===== config.mk =====
export PLATFORM = sky130hd
export DESIGN_NAME = pcl_host_flat
export DESIGN_NICKNAME = d
export VERILOG_FILES = /design/src/pcl_pkg.sv /design/src/pcl_link_if.sv /design/src/pcl_host.sv /design/src/flat_wrapper.sv
export SDC_FILE = /design/constraint.sdc
export NUM_CORES = 1
export LEC_CHECK = 0
export BUFFER_PORTS_ARGS = -buffer_cell sky130_fd_sc_hd__buf_2
export CORE_UTILIZATION = 35
export DETAILED_ROUTE_END_ITERATION = 8
export HOLD_SLACK_MARGIN = 0.05
export MAX_ROUTING_LAYER = met4
export PLACE_DENSITY = 0.65
export SYNTH_ARGS = -nofsm -noshare
export SYNTH_HDL_FRONTEND = slang
export SYNTH_SLANG_ARGS = --single-unit

===== constraint.sdc =====
create_clock -name pclk -period 2.12 [get_ports pclk]
set_input_delay 0.212 -clock pclk [delete_from_list [all_inputs] [get_ports pclk]]
set_output_delay 0.212 -clock pclk [all_outputs]
set_load 0.1 [all_outputs]

===== src/pcl_pkg.sv =====
package pcl_pkg;
   // ----------------------------------------
   // clock and timing
   // ----------------------------------------
   localparam int CLK_MHZ = 100;
   localparam int CLK_NS = 10;
   localparam int POR_MS = 4;
   localparam int POR_CYC = POR_MS * CLK_MHZ * 1000;
   localparam int STATUS_LOW_US = 268;
   localparam int STATUS_LOW_CYC = STATUS_LOW_US * CLK_MHZ;
   localparam int CFG_LOW_US = 2;
   localparam int CFG_LOW_CYC = CFG_LOW_US * CLK_MHZ;
   localparam int ST2CK_US = 2;
   localparam int ST2CK_CYC = ST2CK_US * CLK_MHZ;
   localparam int INIT_CYCLES = 17408;
   localparam int CD2UM_US = 175;
   localparam int CD2UM_CYC = CD2UM_US * CLK_MHZ;
   localparam int LCLK_MIN_NS = 8;
   localparam int CU_CYC = (4 * LCLK_MIN_NS + CLK_NS - 1) / CLK_NS;
   localparam int HALF_CYC = 4;
   localparam int DATA_W = 16;
   localparam int IMAGE_WORDS = 16;
   // ----------------------------------------
   // controller registers
   // ----------------------------------------
   localparam logic [7:0] CTRL_OFF = 8'h00;
   localparam logic [7:0] DATA_OFF = 8'h04;
   localparam logic [7:0] STAT_OFF = 8'h08;
   localparam int CTRL_START_BIT = 0;
   localparam int CTRL_W16_BIT = 1;
   localparam int CTRL_ENC_BIT = 2;
   localparam int CTRL_CMP_BIT = 3;
   localparam int DATA_LAST_BIT = 16;
   localparam int STAT_BUSY_BIT = 0;
   localparam int STAT_STATUS_BIT = 1;
   localparam int STAT_LC_BIT = 2;
   localparam int STAT_DONE_BIT = 3;
   localparam int STAT_FULL_BIT = 4;
   localparam logic [2:0] CTRL_RESET = 3'h0;

   // load clocks per data word
   function automatic logic [2:0] ratio(input logic w16, input logic enc, input logic cmp);
      logic [2:0] r;
      r = 3'h1;
      if (cmp) begin
         r = w16 ? 3'h4 : 3'h2;
      end else if (w16 && enc) begin
         r = 3'h2;
      end
      return r;
   endfunction
endpackage


===== src/pcl_link_if.sv =====
interface pcl_link_if;
   logic config_req_n;
   logic status_n;
   logic load_complete;
   logic init_done;
   logic load_clock;
   logic [pcl_pkg::DATA_W-1:0] data;
   modport dev(input config_req_n, input load_clock, input data,
               output status_n, output load_complete, output init_done);
   modport host(output config_req_n, output load_clock, output data,
                input status_n, input load_complete, input init_done);
endinterface


===== src/pcl_host.sv =====
// The APB slave port and the register offsets were left to the implementer.
module pcl_host (
   input wire logic pclk,
   input wire logic presetn,
   input wire logic psel,
   input wire logic penable,
   input wire logic pwrite,
   input wire logic [7:0] paddr,
   input wire logic [31:0] pwdata,
   output logic [31:0] prdata,
   output logic pready,
   output logic pslverr,
   pcl_link_if.host link
);
   import pcl_pkg::*;

   typedef enum logic [6:0] {
      HS_IDLE = 7'h01,
      HS_REQ = 7'h02,
      HS_WST = 7'h04,
      HS_GAP = 7'h08,
      HS_SEND = 7'h10,
      HS_FIN = 7'h20,
      HS_DONE = 7'h40
   } pcl_host_st_t;

   pcl_host_st_t st_q, st_d;
   logic [2:0] mode_q, mode_d;
   logic [DATA_W-1:0] buf_q, buf_d, data_q, data_d;
   logic bl_q, bl_d, bv_q, bv_d, last_q, last_d, ld_q, ld_d;
   logic [2:0] edges_q, edges_d;
   logic clk_q, clk_d, reqn_q, reqn_d, fall_q, fall_d;
   logic [7:0] div_q, div_d, cnt_q, cnt_d;
   logic [31:0] prdata_q, prdata_d;
   logic pready_q, pready_d, perr_q, perr_d;
   logic [1:0] s1_q, s1_d, s2_q, s2_d, s3_q, s3_d, lvl_q, lvl_d;
   logic tick, acc, mapped;
   logic [2:0] r;

   // ----------------------------------------
   // next state
   // ----------------------------------------
   always_comb begin
      s1_d = {link.load_complete, link.status_n};
      s2_d = s1_q;
      s3_d = s2_q;
      lvl_d = (s2_q & s3_q) | (lvl_q & (s2_q | s3_q));
      r = ratio(mode_q[0], mode_q[1], mode_q[2]);
      tick = (div_q == 8'(HALF_CYC - 1));
      div_d = tick ? 8'h0 : div_q + 8'h1;
      st_d = st_q;
      mode_d = mode_q;
      buf_d = buf_q;
      bl_d = bl_q;
      bv_d = bv_q;
      data_d = data_q;
      last_d = last_q;
      ld_d = ld_q;
      edges_d = edges_q;
      clk_d = clk_q;
      reqn_d = reqn_q;
      fall_d = fall_q;
      cnt_d = cnt_q;
      case (st_q)
         HS_IDLE, HS_DONE: begin
         end
         HS_REQ: begin
            reqn_d = 1'b0;
            cnt_d = cnt_q + 8'h1;
            if (cnt_q == 8'(CFG_LOW_CYC)) begin
               reqn_d = 1'b1;
               st_d = HS_WST;
            end
         end
         HS_WST: begin
            cnt_d = 8'h0;
            if (lvl_q[0]) begin
               st_d = HS_GAP;
            end
         end
         HS_GAP: begin
            cnt_d = cnt_q + 8'h1;
            if (cnt_q == 8'(ST2CK_CYC - 1)) begin
               st_d = HS_SEND;
            end
         end
         HS_SEND: begin
            if (tick) begin
               if (!clk_q) begin
                  if (ld_q) begin
                     clk_d = 1'b1;
                     edges_d = edges_q + 3'h1;
                  end else if (bv_q) begin
                     // data goes out a half period before the rise
                     data_d = mode_q[0] ? buf_q : {8'h00, buf_q[7:0]};
                     last_d = bl_q;
                     bv_d = 1'b0;
                     ld_d = 1'b1;
                  end
               end else begin
                  clk_d = 1'b0;
                  if (edges_q == r) begin
                     edges_d = 3'h0;
                     ld_d = 1'b0;
                     if (last_q) begin
                        fall_d = 1'b0;
                        st_d = HS_FIN;
                     end
                  end
               end
            end
         end
         HS_FIN: begin
            if (tick && lvl_q[1]) begin
               clk_d = ~clk_q;
               if (clk_q) begin
                  fall_d = 1'b1;
                  if (fall_q) begin
                     st_d = HS_DONE;
                  end
               end
            end
         end
         default: begin
            st_d = HS_IDLE;
         end
      endcase
      // apb: one wait state, data writes stall while the buffer is full
      mapped = (paddr == CTRL_OFF) || (paddr == DATA_OFF) || (paddr == STAT_OFF);
      acc = psel && penable && pready_q;
      pready_d = 1'b0;
      prdata_d = 32'h0;
      perr_d = 1'b0;
      if (psel && penable && !pready_q && !(pwrite && paddr == DATA_OFF && bv_q)) begin
         pready_d = 1'b1;
         perr_d = !mapped;
         if (!pwrite && paddr == CTRL_OFF) begin
            prdata_d = {28'h0, mode_q, 1'b0};
         end else if (!pwrite && paddr == STAT_OFF) begin
            prdata_d[STAT_BUSY_BIT] = !(st_q == HS_IDLE || st_q == HS_DONE);
            prdata_d[STAT_STATUS_BIT] = lvl_q[0];
            prdata_d[STAT_LC_BIT] = lvl_q[1];
            prdata_d[STAT_DONE_BIT] = (st_q == HS_DONE);
            prdata_d[STAT_FULL_BIT] = bv_q;
         end
      end
      if (acc && pwrite && paddr == CTRL_OFF) begin
         mode_d = pwdata[CTRL_CMP_BIT:CTRL_W16_BIT];
         if (pwdata[CTRL_START_BIT] && (st_q == HS_IDLE || st_q == HS_DONE)) begin
            st_d = HS_REQ;
            cnt_d = 8'h0;
            clk_d = 1'b0;
            edges_d = 3'h0;
            ld_d = 1'b0;
         end
      end
      if (acc && pwrite && paddr == DATA_OFF) begin
         buf_d = pwdata[DATA_W-1:0];
         bl_d = pwdata[DATA_LAST_BIT];
         bv_d = 1'b1;
      end
   end

   // ----------------------------------------
   // registers
   // ----------------------------------------
   always_ff @(posedge pclk or negedge presetn) begin
      if (!presetn) begin
         st_q <= HS_IDLE;
         mode_q <= CTRL_RESET;
         buf_q <= '0;
         bl_q <= 1'b0;
         bv_q <= 1'b0;
         data_q <= '0;
         last_q <= 1'b0;
         ld_q <= 1'b0;
         edges_q <= 3'h0;
         clk_q <= 1'b0;
         reqn_q <= 1'b1;
         fall_q <= 1'b0;
         div_q <= 8'h0;
         cnt_q <= 8'h0;
         prdata_q <= 32'h0;
         pready_q <= 1'b0;
         perr_q <= 1'b0;
         s1_q <= 2'h0;
         s2_q <= 2'h0;
         s3_q <= 2'h0;
         lvl_q <= 2'h0;
      end else begin
         st_q <= st_d;
         mode_q <= mode_d;
         buf_q <= buf_d;
         bl_q <= bl_d;
         bv_q <= bv_d;
         data_q <= data_d;
         last_q <= last_d;
         ld_q <= ld_d;
         edges_q <= edges_d;
         clk_q <= clk_d;
         reqn_q <= reqn_d;
         fall_q <= fall_d;
         div_q <= div_d;
         cnt_q <= cnt_d;
         prdata_q <= prdata_d;
         pready_q <= pready_d;
         perr_q <= perr_d;
         s1_q <= s1_d;
         s2_q <= s2_d;
         s3_q <= s3_d;
         lvl_q <= lvl_d;
      end
   end

   assign link.config_req_n = reqn_q;
   assign link.load_clock = clk_q;
   assign link.data = data_q;
   assign prdata = prdata_q;
   assign pready = pready_q;
   assign pslverr = perr_q;
endmodule


===== src/flat_wrapper.sv =====
// flat-port wrapper written by rule: the top's interface ports become plain ports
module pcl_host_flat import pcl_pkg::*;
  (pclk, presetn, psel, penable, pwrite, paddr, pwdata, prdata, pready, pslverr, link_config_req_n, link_load_clock, link_data, link_status_n, link_load_complete, link_init_done);
  pcl_link_if link_i ();
  input wire logic pclk;
  input wire logic presetn;
  input wire logic psel;
  input wire logic penable;
  input wire logic pwrite;
  input wire logic [7:0] paddr;
  input wire logic [31:0] pwdata;
  output logic [31:0] prdata;
  output logic pready;
  output logic pslverr;
  output wire logic [$bits(link_i.config_req_n)-1:0] link_config_req_n;
  output wire logic [$bits(link_i.load_clock)-1:0] link_load_clock;
  output wire logic [$bits(link_i.data)-1:0] link_data;
  input wire logic [$bits(link_i.status_n)-1:0] link_status_n;
  input wire logic [$bits(link_i.load_complete)-1:0] link_load_complete;
  input wire logic [$bits(link_i.init_done)-1:0] link_init_done;
  assign link_config_req_n = link_i.config_req_n;
  assign link_load_clock = link_i.load_clock;
  assign link_data = link_i.data;
  assign link_i.status_n = link_status_n;
  assign link_i.load_complete = link_load_complete;
  assign link_i.init_done = link_init_done;
  pcl_host u_core (.pclk(pclk), .presetn(presetn), .psel(psel), .penable(penable), .pwrite(pwrite), .paddr(paddr), .pwdata(pwdata), .prdata(prdata), .pready(pready), .pslverr(pslverr), .link(link_i));
endmodule

# Yosys cells after proc, flatten, opt, wreduce, memory -nomap -nowiden

Cells that the tools add are included.

$add $sub $neg: 3
Equal/unequal tests: 21
Mux-type cells: 61
Bitwise gates (word level): 6
Reductions and logical operators: 31

Operators with widths:

| cell                  | number |
|---|---|
| $mux W7               | 12 |
| $pmux W7 S6           | 1 |
| $mux W1               | 28 |
| $mux W3               | 9 |
| $mux W8               | 3 |
| $add A8 B1 Y8 const B | 2 |
| $eq A8 B8 Y1 const B  | 2 |
| $mux W16              | 1 |
| $pmux W8 S2           | 1 |
| $mux W5               | 3 |
| $logic_and A1 B1 Y1   | 14 |
| $ne A2 B1 Y1 const B  | 6 |
| $eq A8 B2 Y1 const B  | 1 |
| $eq A8 B3 Y1 const B  | 1 |
| $eq A8 B4 Y1 const B  | 1 |
| $logic_not A8 Y1      | 1 |
| $eq A7 B1 Y1 const B  | 1 |
| $eq A7 B2 Y1 const B  | 1 |
| $eq A7 B3 Y1 const B  | 1 |
| $eq A7 B4 Y1 const B  | 1 |
| $eq A7 B5 Y1 const B  | 1 |
| $eq A7 B6 Y1 const B  | 1 |
| $eq A7 B7 Y1 const B  | 1 |
| $reduce_and A7 Y1     | 1 |
| 14 further kinds      | 28 |

Flip-flop bits (word level): 83
Bits of input ports: 48
Output and inout port bits: 52
Word-level logic and storage cells: 143

# Depth between registers and ports, before layout

Gate-level depths: netlist of run 1.

Depth after elaboration: 10
Depth in mapped cells: 8
Mapped depth without buffers: 7

# Least setup slack after synthesis of run 1

No wires, ideal clock.

Kind: reg-to-reg
Start: register u_core.pready_q (netlist: u_core.pready)
End: register u_core.edges_q[2]
Library setup time: 0.126 ns
Arrival: 2.013 ns
Required time: 1.994 ns
Path slack: -0.018 ns
Cell stages (with the launch flop): 6
Path buffers: 0
Cell sequence: dfrtp_1 -> and3_1 -> nor4b_2 -> and3_1 -> o21bai_2 -> o21ai_1

Word-level cells in the longest chain between the ends: 4

RTL lines:

| what                              | line            | source |
|---|---|---|
| start, declared                   | pcl_host.sv:35  | `logic pready_q, pready_d, perr_q, perr_d;` |
| start signal, assigned            | pcl_host.sv:206 | `pready_q <= pready_d;` |
| $logic_and A1 B1 Y1               | pcl_host.sv:130 | `acc = psel && penable && pready_q;` |
| $logic_and A1 B1 Y1 (2 in series) | pcl_host.sv:147 | `if (acc && pwrite && paddr == CTRL_OFF) begin` |
| $mux W3                           | pcl_host.sv:147 |  |
| named net u_core.edges_d[2]       | pcl_host.sv:31  | `logic [2:0] edges_q, edges_d;` |
| end signal, assigned              | pcl_host.sv:199 | `edges_q <= edges_d;` |
| end, declared                     | pcl_host.sv:31  |  |

The timed path passes the listed nets, and every way through them passes these cells.
A chain may end at the register's enable or synchronous reset.

# Worst setup path after layout of run 1

Start: register u_core.div_q[1]
End: register u_core.data_q[2] (netlist: u_core.link.data[2])

Word-level cells in the longest chain between the ends: 2

RTL lines:

| what                        | line            | source |
|---|---|---|
| start, declared             | pcl_host.sv:33  | `logic [7:0] div_q, div_d, cnt_q, cnt_d;` |
| start signal, assigned      | pcl_host.sv:203 | `div_q <= div_d;` |
| $eq A8 B2 Y1                | pcl_host.sv:49  | `tick = (div_q == 8'(HALF_CYC - 1));` |
| $reduce_and A5 Y1 (no line) | --              |  |
| end signal, assigned        | pcl_host.sv:196 | `data_q <= data_d;` |
| end, declared               | pcl_host.sv:29  | `logic [DATA_W-1:0] buf_q, buf_d, data_q, data_d;` |

No other way between the ends.

==> results.cfg, run 1 <==
[status]
run_status = finished, final reports clean

[global_route]
grt_use_total_pct = 15.1
grt_start_max_net_pins = 48
antenna_found_initial = 0
grt_first_pass_wirelength_mm = 13.4
vias_in_the_first_global_route = 2786
globalRoute.totalOverflow = 0

[timing]
clock-skew-final_ns = 0.00674
timing.final.crit_share_pct = 98.7
layout_min_cycle_time_ns = 2.09
finalSetupViolCount = 0
drv_slew = 0
fmaxAchievable_ghz = 0.478
final.hold.worst_slack_ns = 0.0826
rsz0062_at_grt = yes
hold_viol = 0
worst_slew_margin_rel_pct = 47.1
worst_pin_slew_ns = 0.783

[finish]
synthToLayoutAreaGrowth_pct = 21.3
drive_gt1_share_pct = 31.5
antenna-diode-count = 0
seqCellArea_um2 = 2080
multi_input_area_um2 = 1800
finalNetCount = 488
layout.cell_area.non_filler_um2 = 4880
num-fill-cells = 1040

[power]
power.leakage_nw = 2.51
max-vdd-ir-drop_uv = 560
power-per-cell-area_nw_per_um2 = 710

[synth]
synth_common_cells = sky130_fd_sc_hd__dfrtp_1 (81), sky130_fd_sc_hd__nand2_1 (32), sky130_fd_sc_hd__buf_4 (30)
ys_seq_area_share_pct = 51.7
syn-mean-instance-area_um2 = 11.3
yosys-top-cells-area = sky130_fd_sc_hd__dfrtp_1 (50%), sky130_fd_sc_hd__buf_4 (5.6%), sky130_fd_sc_hd__mux2_2 (4.2%)
synthArstFlopShare_pct = 100
synth-warning-count = 0
synth_largest_type_area_fraction_pct = 50.4
synth_enable_flop_cells = 0
synth.ff_latch_count = 83
synth.most_common_cell = sky130_fd_sc_hd__dfrtp_1
post_synth_inst_count = 357
synth_flop_cell = sky130_fd_sc_hd__dfrtp_1
synth_top_cell_by_area = sky130_fd_sc_hd__dfrtp_1
netlist_area_um2 = 4020
netlist-cell-type-count = 65

[clocking]
clk-insertion-delay-late_ns = 0.33
buffer_type_at_the_clock_tree_root = sky130_fd_sc_hd__clkbuf_16
worst_setup_hold_path_clk_slew_ns = 0.06
tritoncts = built
cts-root-to-sink-buffers = 2
cts_max_level = 3
clock_sinks = 83
numCtsBuffers = 9

[die]
dieArea_um2 = 11900
fp.dieH_um = 109
fp.coreArea_um2 = 11000
placement_rows = 38
total_i_o_pin_count = 100
initial_core_util_pct = 36.4
die_w_um = 109

[routing]
drt_first_pass_iters = 5
antenna_violating_nets_post_route = 0
vias_per_cell = 4.92
first_iteration_detailed_routing_drc_count = 132
via_count = 2860
post-route-drc-count = 0
detail_route.wl_per_cell_um = 13.7
drt-total-wl_mm = 7.98

[critical_path]
r2r-start = u_core.div_q[1]
critPathArrivalTime_ns = 2.31
path_class = flop to flop
required_ns = 2.33
worst_setup_path_end_kind = flop
crit_path_max_fanout = 5
timing.reg2reg.worst_path_depth = 5
r2r-end = u_core.link.data[2]
ff2ff_setup_slack_ns = 0.03
critPathLaunchType = flop

[hold_path]
min_delay_worst_endpoint = u_core.buf_q[12]
instance_count_along_the_most_critical_hold_path = 2
hold_class = input pin to flop
hp-start = pwdata[12]

[placed_design]
placed_cell_area_um2 = 4490
final_estimated_routing_congestion_in_global_placement = 0.812
port_buffers = 56
dpl.hpwl_mm = 5.54

[flow_run]
drv_cap = 0
[report_power, final]
group	switching (W)	internal (W)	total, W	leakage (nW)
Combinational	0.000275	0.0000397	0.000315	1.30
Sequential	0.0000113	0.00160	0.00161	1.07
Clock	0.000617	0.000919	0.00154	0.144
Total	0.000903	0.00256	0.00346	2.51
[per-stage QoR]
stage / utilization [%] / setup slack, ns / setup TNS [ns] / power, W / cells
3_5_place_dp: 40.7 / -0.0237 / -0.0389 / 0.00195 / 561
6_report: 44.2 / 0.0266 / 0 / 0.00346 / 581
3_3_place_gp: 40.7 / 0.0268 / 0 / 0.00195 / 561
4_1_cts: 43.8 / 0.0273 / 0 / 0.00351 / 581
2_1_floorplan: - / 0.0130 / 0 / 0.00191 / 383
5_1_grt: 44.2 / -0.0544 / -0.665 / 0.00359 / 581
[timing repair]
item                                    CTS  global route
gates resized for setup                   1             9
gates cloned                              1             0
hold buffers                              3             0
hold endpoints to repair                 36             0
endpoints found under the setup margin    2            15
pin swaps                                 0             2
setup buffers                             0             0
[state kept, by name (all words and copies together), names as in the netlist, 2 cells and up]
register and flops:
u_core.prdata 5, u_core.st_q 7, u_core.lvl_q 2, u_core.link.data 16, u_core.div_q 8, u_core.edges_q 3, u_core.cnt_q 8, u_core.buf_q 16
u_core.s3_q 2, u_core.s1_q 2, u_core.mode_q 3, u_core.s2_q 2
[layout make-up]
type,instances,area share [%]
Sequential cell,83,42.7
Multi-Input combinational cell,257,36.8
Timing Repair Buffer,80,10.5
Clock buffer,11,4.77
Tap cell,140,3.59
Clock inverter,5,1.26
Inverter,5,0.385
[layer usage]
metal / global-route usage, % / share of wire, % / up-vias
li1: - / - / 1374
met1: 19.4 / 47 / 1381
met2: 22.3 / 46 / 94
met3: 4.42 / 6.1 / 11
met4: 6.18 / 1.7 / 0
met5: - / 0 / -
[worst max-delay path by stage]
stage | startpoint | to | depth (start not counted)
after floorplan | u_core.div_q[0] | u_core.link.data[4] | 7
after global placement | u_core.div_q[1] | u_core.link.data[3] | 5
after detailed placement | u_core.div_q[1] | u_core.link.data[2] | 5
after CTS | u_core.div_q[1] | u_core.link.data[5] | 5
after global routing | u_core.div_q[1] | u_core.link.data[15] | 7
final | u_core.div_q[1] | u_core.link.data[2] | 5
[cells by family after synthesis]
family / synth area share [%]
DFF: 51.7
adders and majority gates: 1.74
xor gates and xnor gates: 2.40
other: 0.0933
muxes: 9.87
and+or+nand+nor: 19.5
buffers and inverters: 7.35
AOI/OAI and AO/OA: 7.28
[critical path: stages, from the launching register on]
cell and delay (ns):
sky130_fd_sc_hd__dfrtp_1 0.37, sky130_fd_sc_hd__ha_2 0.18, sky130_fd_sc_hd__or4b_4 0.45, sky130_fd_sc_hd__and4b_2 0.39, sky130_fd_sc_hd__nand4b_4 0.22, sky130_fd_sc_hd__mux2_4 0.36
[cells in the final DEF, fill, tap and decap left out, drive strengths merged, types with 2 or more instances in the layout]
cell type    count
a211oi           3
a21oi            8
a311oi           2
a31oi            4
and3             9
and4b            2
buf             77
clkbuf          11
clkinv           3
conb            27
dfrtp           81
dfstp            2
dlygate4sd3      3
ha               4
inv              6
maj3             2
mux2            30
mux2i            4
nand2           32
nand2b           5
nand3           12
nand3b           2
nand4            2
nand4b           3
nor2            26
nor2b            6
nor3             7
nor4             5
nor4b            2
o211ai           2
o21a             2
o21ai           16
or2              4
or3              5
or4              5
or4b             2
xnor2            7
xor2             4
Power figures use the tool's default switching activity.
==> inputs of run 2 (changes only) <==
--- a/config.mk
+++ b/config.mk
@@ -6,11 +6,12 @@
 export NUM_CORES = 1
 export LEC_CHECK = 0
 export BUFFER_PORTS_ARGS = -buffer_cell sky130_fd_sc_hd__buf_2
-export CORE_UTILIZATION = 35
+export CORE_UTILIZATION = 48
 export DETAILED_ROUTE_END_ITERATION = 8
+export GPL_TIMING_DRIVEN = 0
 export HOLD_SLACK_MARGIN = 0.05
 export MAX_ROUTING_LAYER = met4
-export PLACE_DENSITY = 0.65
+export PLACE_DENSITY = 0.82
 export SYNTH_ARGS = -nofsm -noshare
 export SYNTH_HDL_FRONTEND = slang
 export SYNTH_SLANG_ARGS = --single-unit
==> run 2 against run 1 <==
The run now ends with setup timing left. First-iteration DRC count rose by 49%. Wire length rose by 5.7%. Clock-buffer cell count fell by 1. Total power fell by 8.5%. Clock power fell by 22%. Sequential power barely moved. Via count rose by 7.2%. Fmax fell by 1.9%. Non-clock buffer count rose by 34. Core utilization rose by 17 points. Largest cell class unchanged. Final cell count fell by 0.34%.
==> results.cfg, run 2 (synthesized netlist as in run 1, its figures left out) <==
[finish]
synthToLayoutAreaGrowth_pct = 24.4
final_cell_mix = sky130_fd_sc_hd__dfrtp_1 (79), sky130_fd_sc_hd__buf_2 (57), sky130_fd_sc_hd__buf_4 (45)
drive_gt1_share_pct = 36.5
instances_no_fill = 579
finalNetCount = 521
antenna-diode-count = 0
layout.cells.most_common = sky130_fd_sc_hd__dfrtp_1

[clocking]
clk-insertion-delay-late_ns = 0.36
tritoncts = built
buffer_type_at_the_clock_tree_root = sky130_fd_sc_hd__clkbuf_8
cts-root-to-sink-buffers = 2
worst_setup_hold_path_clk_slew_ns = 0.09
numCtsBuffers = 9
clock_sinks = 83
cts_max_level = 3

[routing]
post-route-drc-count = 0
antenna_violating_nets_post_route = 0
first_iteration_detailed_routing_drc_count = 197
vias_per_cell = 5.29
drt-total-wl_mm = 8.43
via_count = 3065
drt_first_pass_iters = 7
detail_route.wl_per_cell_um = 14.6

[timing]
rsz0062_at_grt = yes
drv_slew = 0
fmaxAchievable_ghz = 0.469
clock-skew-final_ns = 0.0130
setup_ws_ns = -0.0140
hold_viol = 0
timing.final.crit_share_pct = 101
post_route_setup_tns_ns = -0.0213
layout_min_cycle_time_ns = 2.13
worst_pin_slew_ns = 0.876
finalSetupViolCount = 4
worst_slew_margin_rel_pct = 40.8

[critical_path]
timing.reg2reg.worst_path_depth = 7
r2r-start = u_core.div_q[1]
required_ns = 2.37
path_cells = ha_2 > or4b_4 > and4b_1 > buf_6 > nand4b_4 > buf_8 > mux2_4
r2r-end = u_core.link.data[4]
max_stage_delay_ns = 0.45
critPathArrivalTime_ns = 2.38
path_class = flop to flop
ff2ff_setup_slack_ns = -0.01
critical_path.slowest_cell = sky130_fd_sc_hd__or4b_4
critPathLaunchType = flop
worst_setup_path_end_kind = flop
crit_path_max_fanout = 8

[die]
fp.coreArea_um2 = 8180
total_i_o_pin_count = 100
fp.dieH_um = 93.5
die_w_um = 93.5
dieArea_um2 = 8740
placement_rows = 33
initial_core_util_pct = 49.2

[status]
failing_checks = setup timing
run_status = finished, violations left

[placed_design]
port_buffers = 55
dp_cells = 544
dpl.hpwl_mm = 5.58
final_estimated_routing_congestion_in_global_placement = 0.851
preCtsSetupSlack_ns = -0.177

[global_route]
grt_first_pass_wirelength_mm = 13.7
globalRoute.totalOverflow = 0
grt_use_met3_pct = 5.37
grt_busiest_layer = met2
antenna_found_initial = 0
grt_start_max_net_pins = 66
vias_in_the_first_global_route = 2954
grt_use_total_pct = 20.9
global_route.usage.met1_pct = 25.5
globalRouteMet2Util_pct = 33.6

[power]
total_power_w = 0.00317
power-per-cell-area_nw_per_um2 = 633
power.leakage_nw = 2.58
max-vdd-ir-drop_uv = 425

[hold_path]
hold_class = input pin to flop
min_delay_worst_endpoint = u_core.bl_q
hp-start = pwdata[16]
instance_count_along_the_most_critical_hold_path = 2

[flow_run]
drv_cap = 0
run 2: changes by cell type in the layout (fill, tap and decap cells not counted), moves of 2 or more:
cell	before	now
sky130_fd_sc_hd__dlygate4sd3_1	3	5
sky130_fd_sc_hd__buf_4	18	45
sky130_fd_sc_hd__buf_2	55	57
sky130_fd_sc_hd__buf_12	3	1
sky130_fd_sc_hd__clkbuf_16	9	0
sky130_fd_sc_hd__clkbuf_8	0	10
run 2: worst max-delay path by stage:
stage	end	slack [ns]	startpoint
final	u_core.link.data[4]	-0.01	u_core.div_q[1]
after global routing	u_core.link.data[4]	-0.08	u_core.div_q[1]
after CTS	u_core.link.data[4]	-0.0001	u_core.div_q[1]
after detailed placement	u_core.link.data[4]	-0.18	u_core.div_q[0]
after global placement	u_core.link.data[5]	-0.15	u_core.div_q[0]
after floorplan	u_core.link.data[4]	0.01	u_core.div_q[0]
run 2: what timing repair did:
action / 4_1_cts / 5_1_grt
pin swaps: 2 / 10
gates resized for setup: 5 / 13
setup buffers: 7 / 10
endpoints found under the setup margin: 20 / 33
hold endpoints to repair: 21 / 1
hold buffers: 4 / 1
run 2: worst max-delay path: cells and delay by family (launching register included):
family / cells / cell delay, ns
AND/OR/NAND/NOR: 3 / 0.87
flip-flops: 1 / 0.37
buffers and inverters: 2 / 0.30
multiplexers: 1 / 0.30
adder cells (fa/ha/maj): 1 / 0.19
run 2: cell type report:
cell class	instances	area, um^2
buffer	36	263
clock buffer	10	138
clock inverter	6	72.6
fill	633	3170
inverter	5	18.8
multi-input combinational	256	1800
sequential	83	2080
tap	105	131
timing repair buffer	78	495
run 2: where the power goes:
group	switching (W)	internal, W	leakage (nW)
logic	0.000281	0.0000775	1.40
clock network	0.000610	0.000591	0.109
registers	0.0000111	0.00160	1.07
total	0.000902	0.00226	2.58
run 2: metal layers:
layer,share of wire [%],routed length [um]
met1,42,3570
met2,50,4180
met3,6.5,551
met4,1.6,133
met5,0,0
run 2: through the flow:
| stage | util, % | cell area [um^2] | hold slack (ns) |
|---|---|---|---|
| 5_1_grt | 61.2 | 5000 | 0.0588 |
| 3_3_place_gp | 55.4 | 4530 | 0.323 |
| 4_1_cts | 59.8 | 4890 | 0.0530 |
| 3_5_place_dp | 55.8 | 4560 | 0.111 |
| 2_1_floorplan | - | 4120 | -0.0836 |
| 6_report | 61.2 | 5000 | 0.0640 |
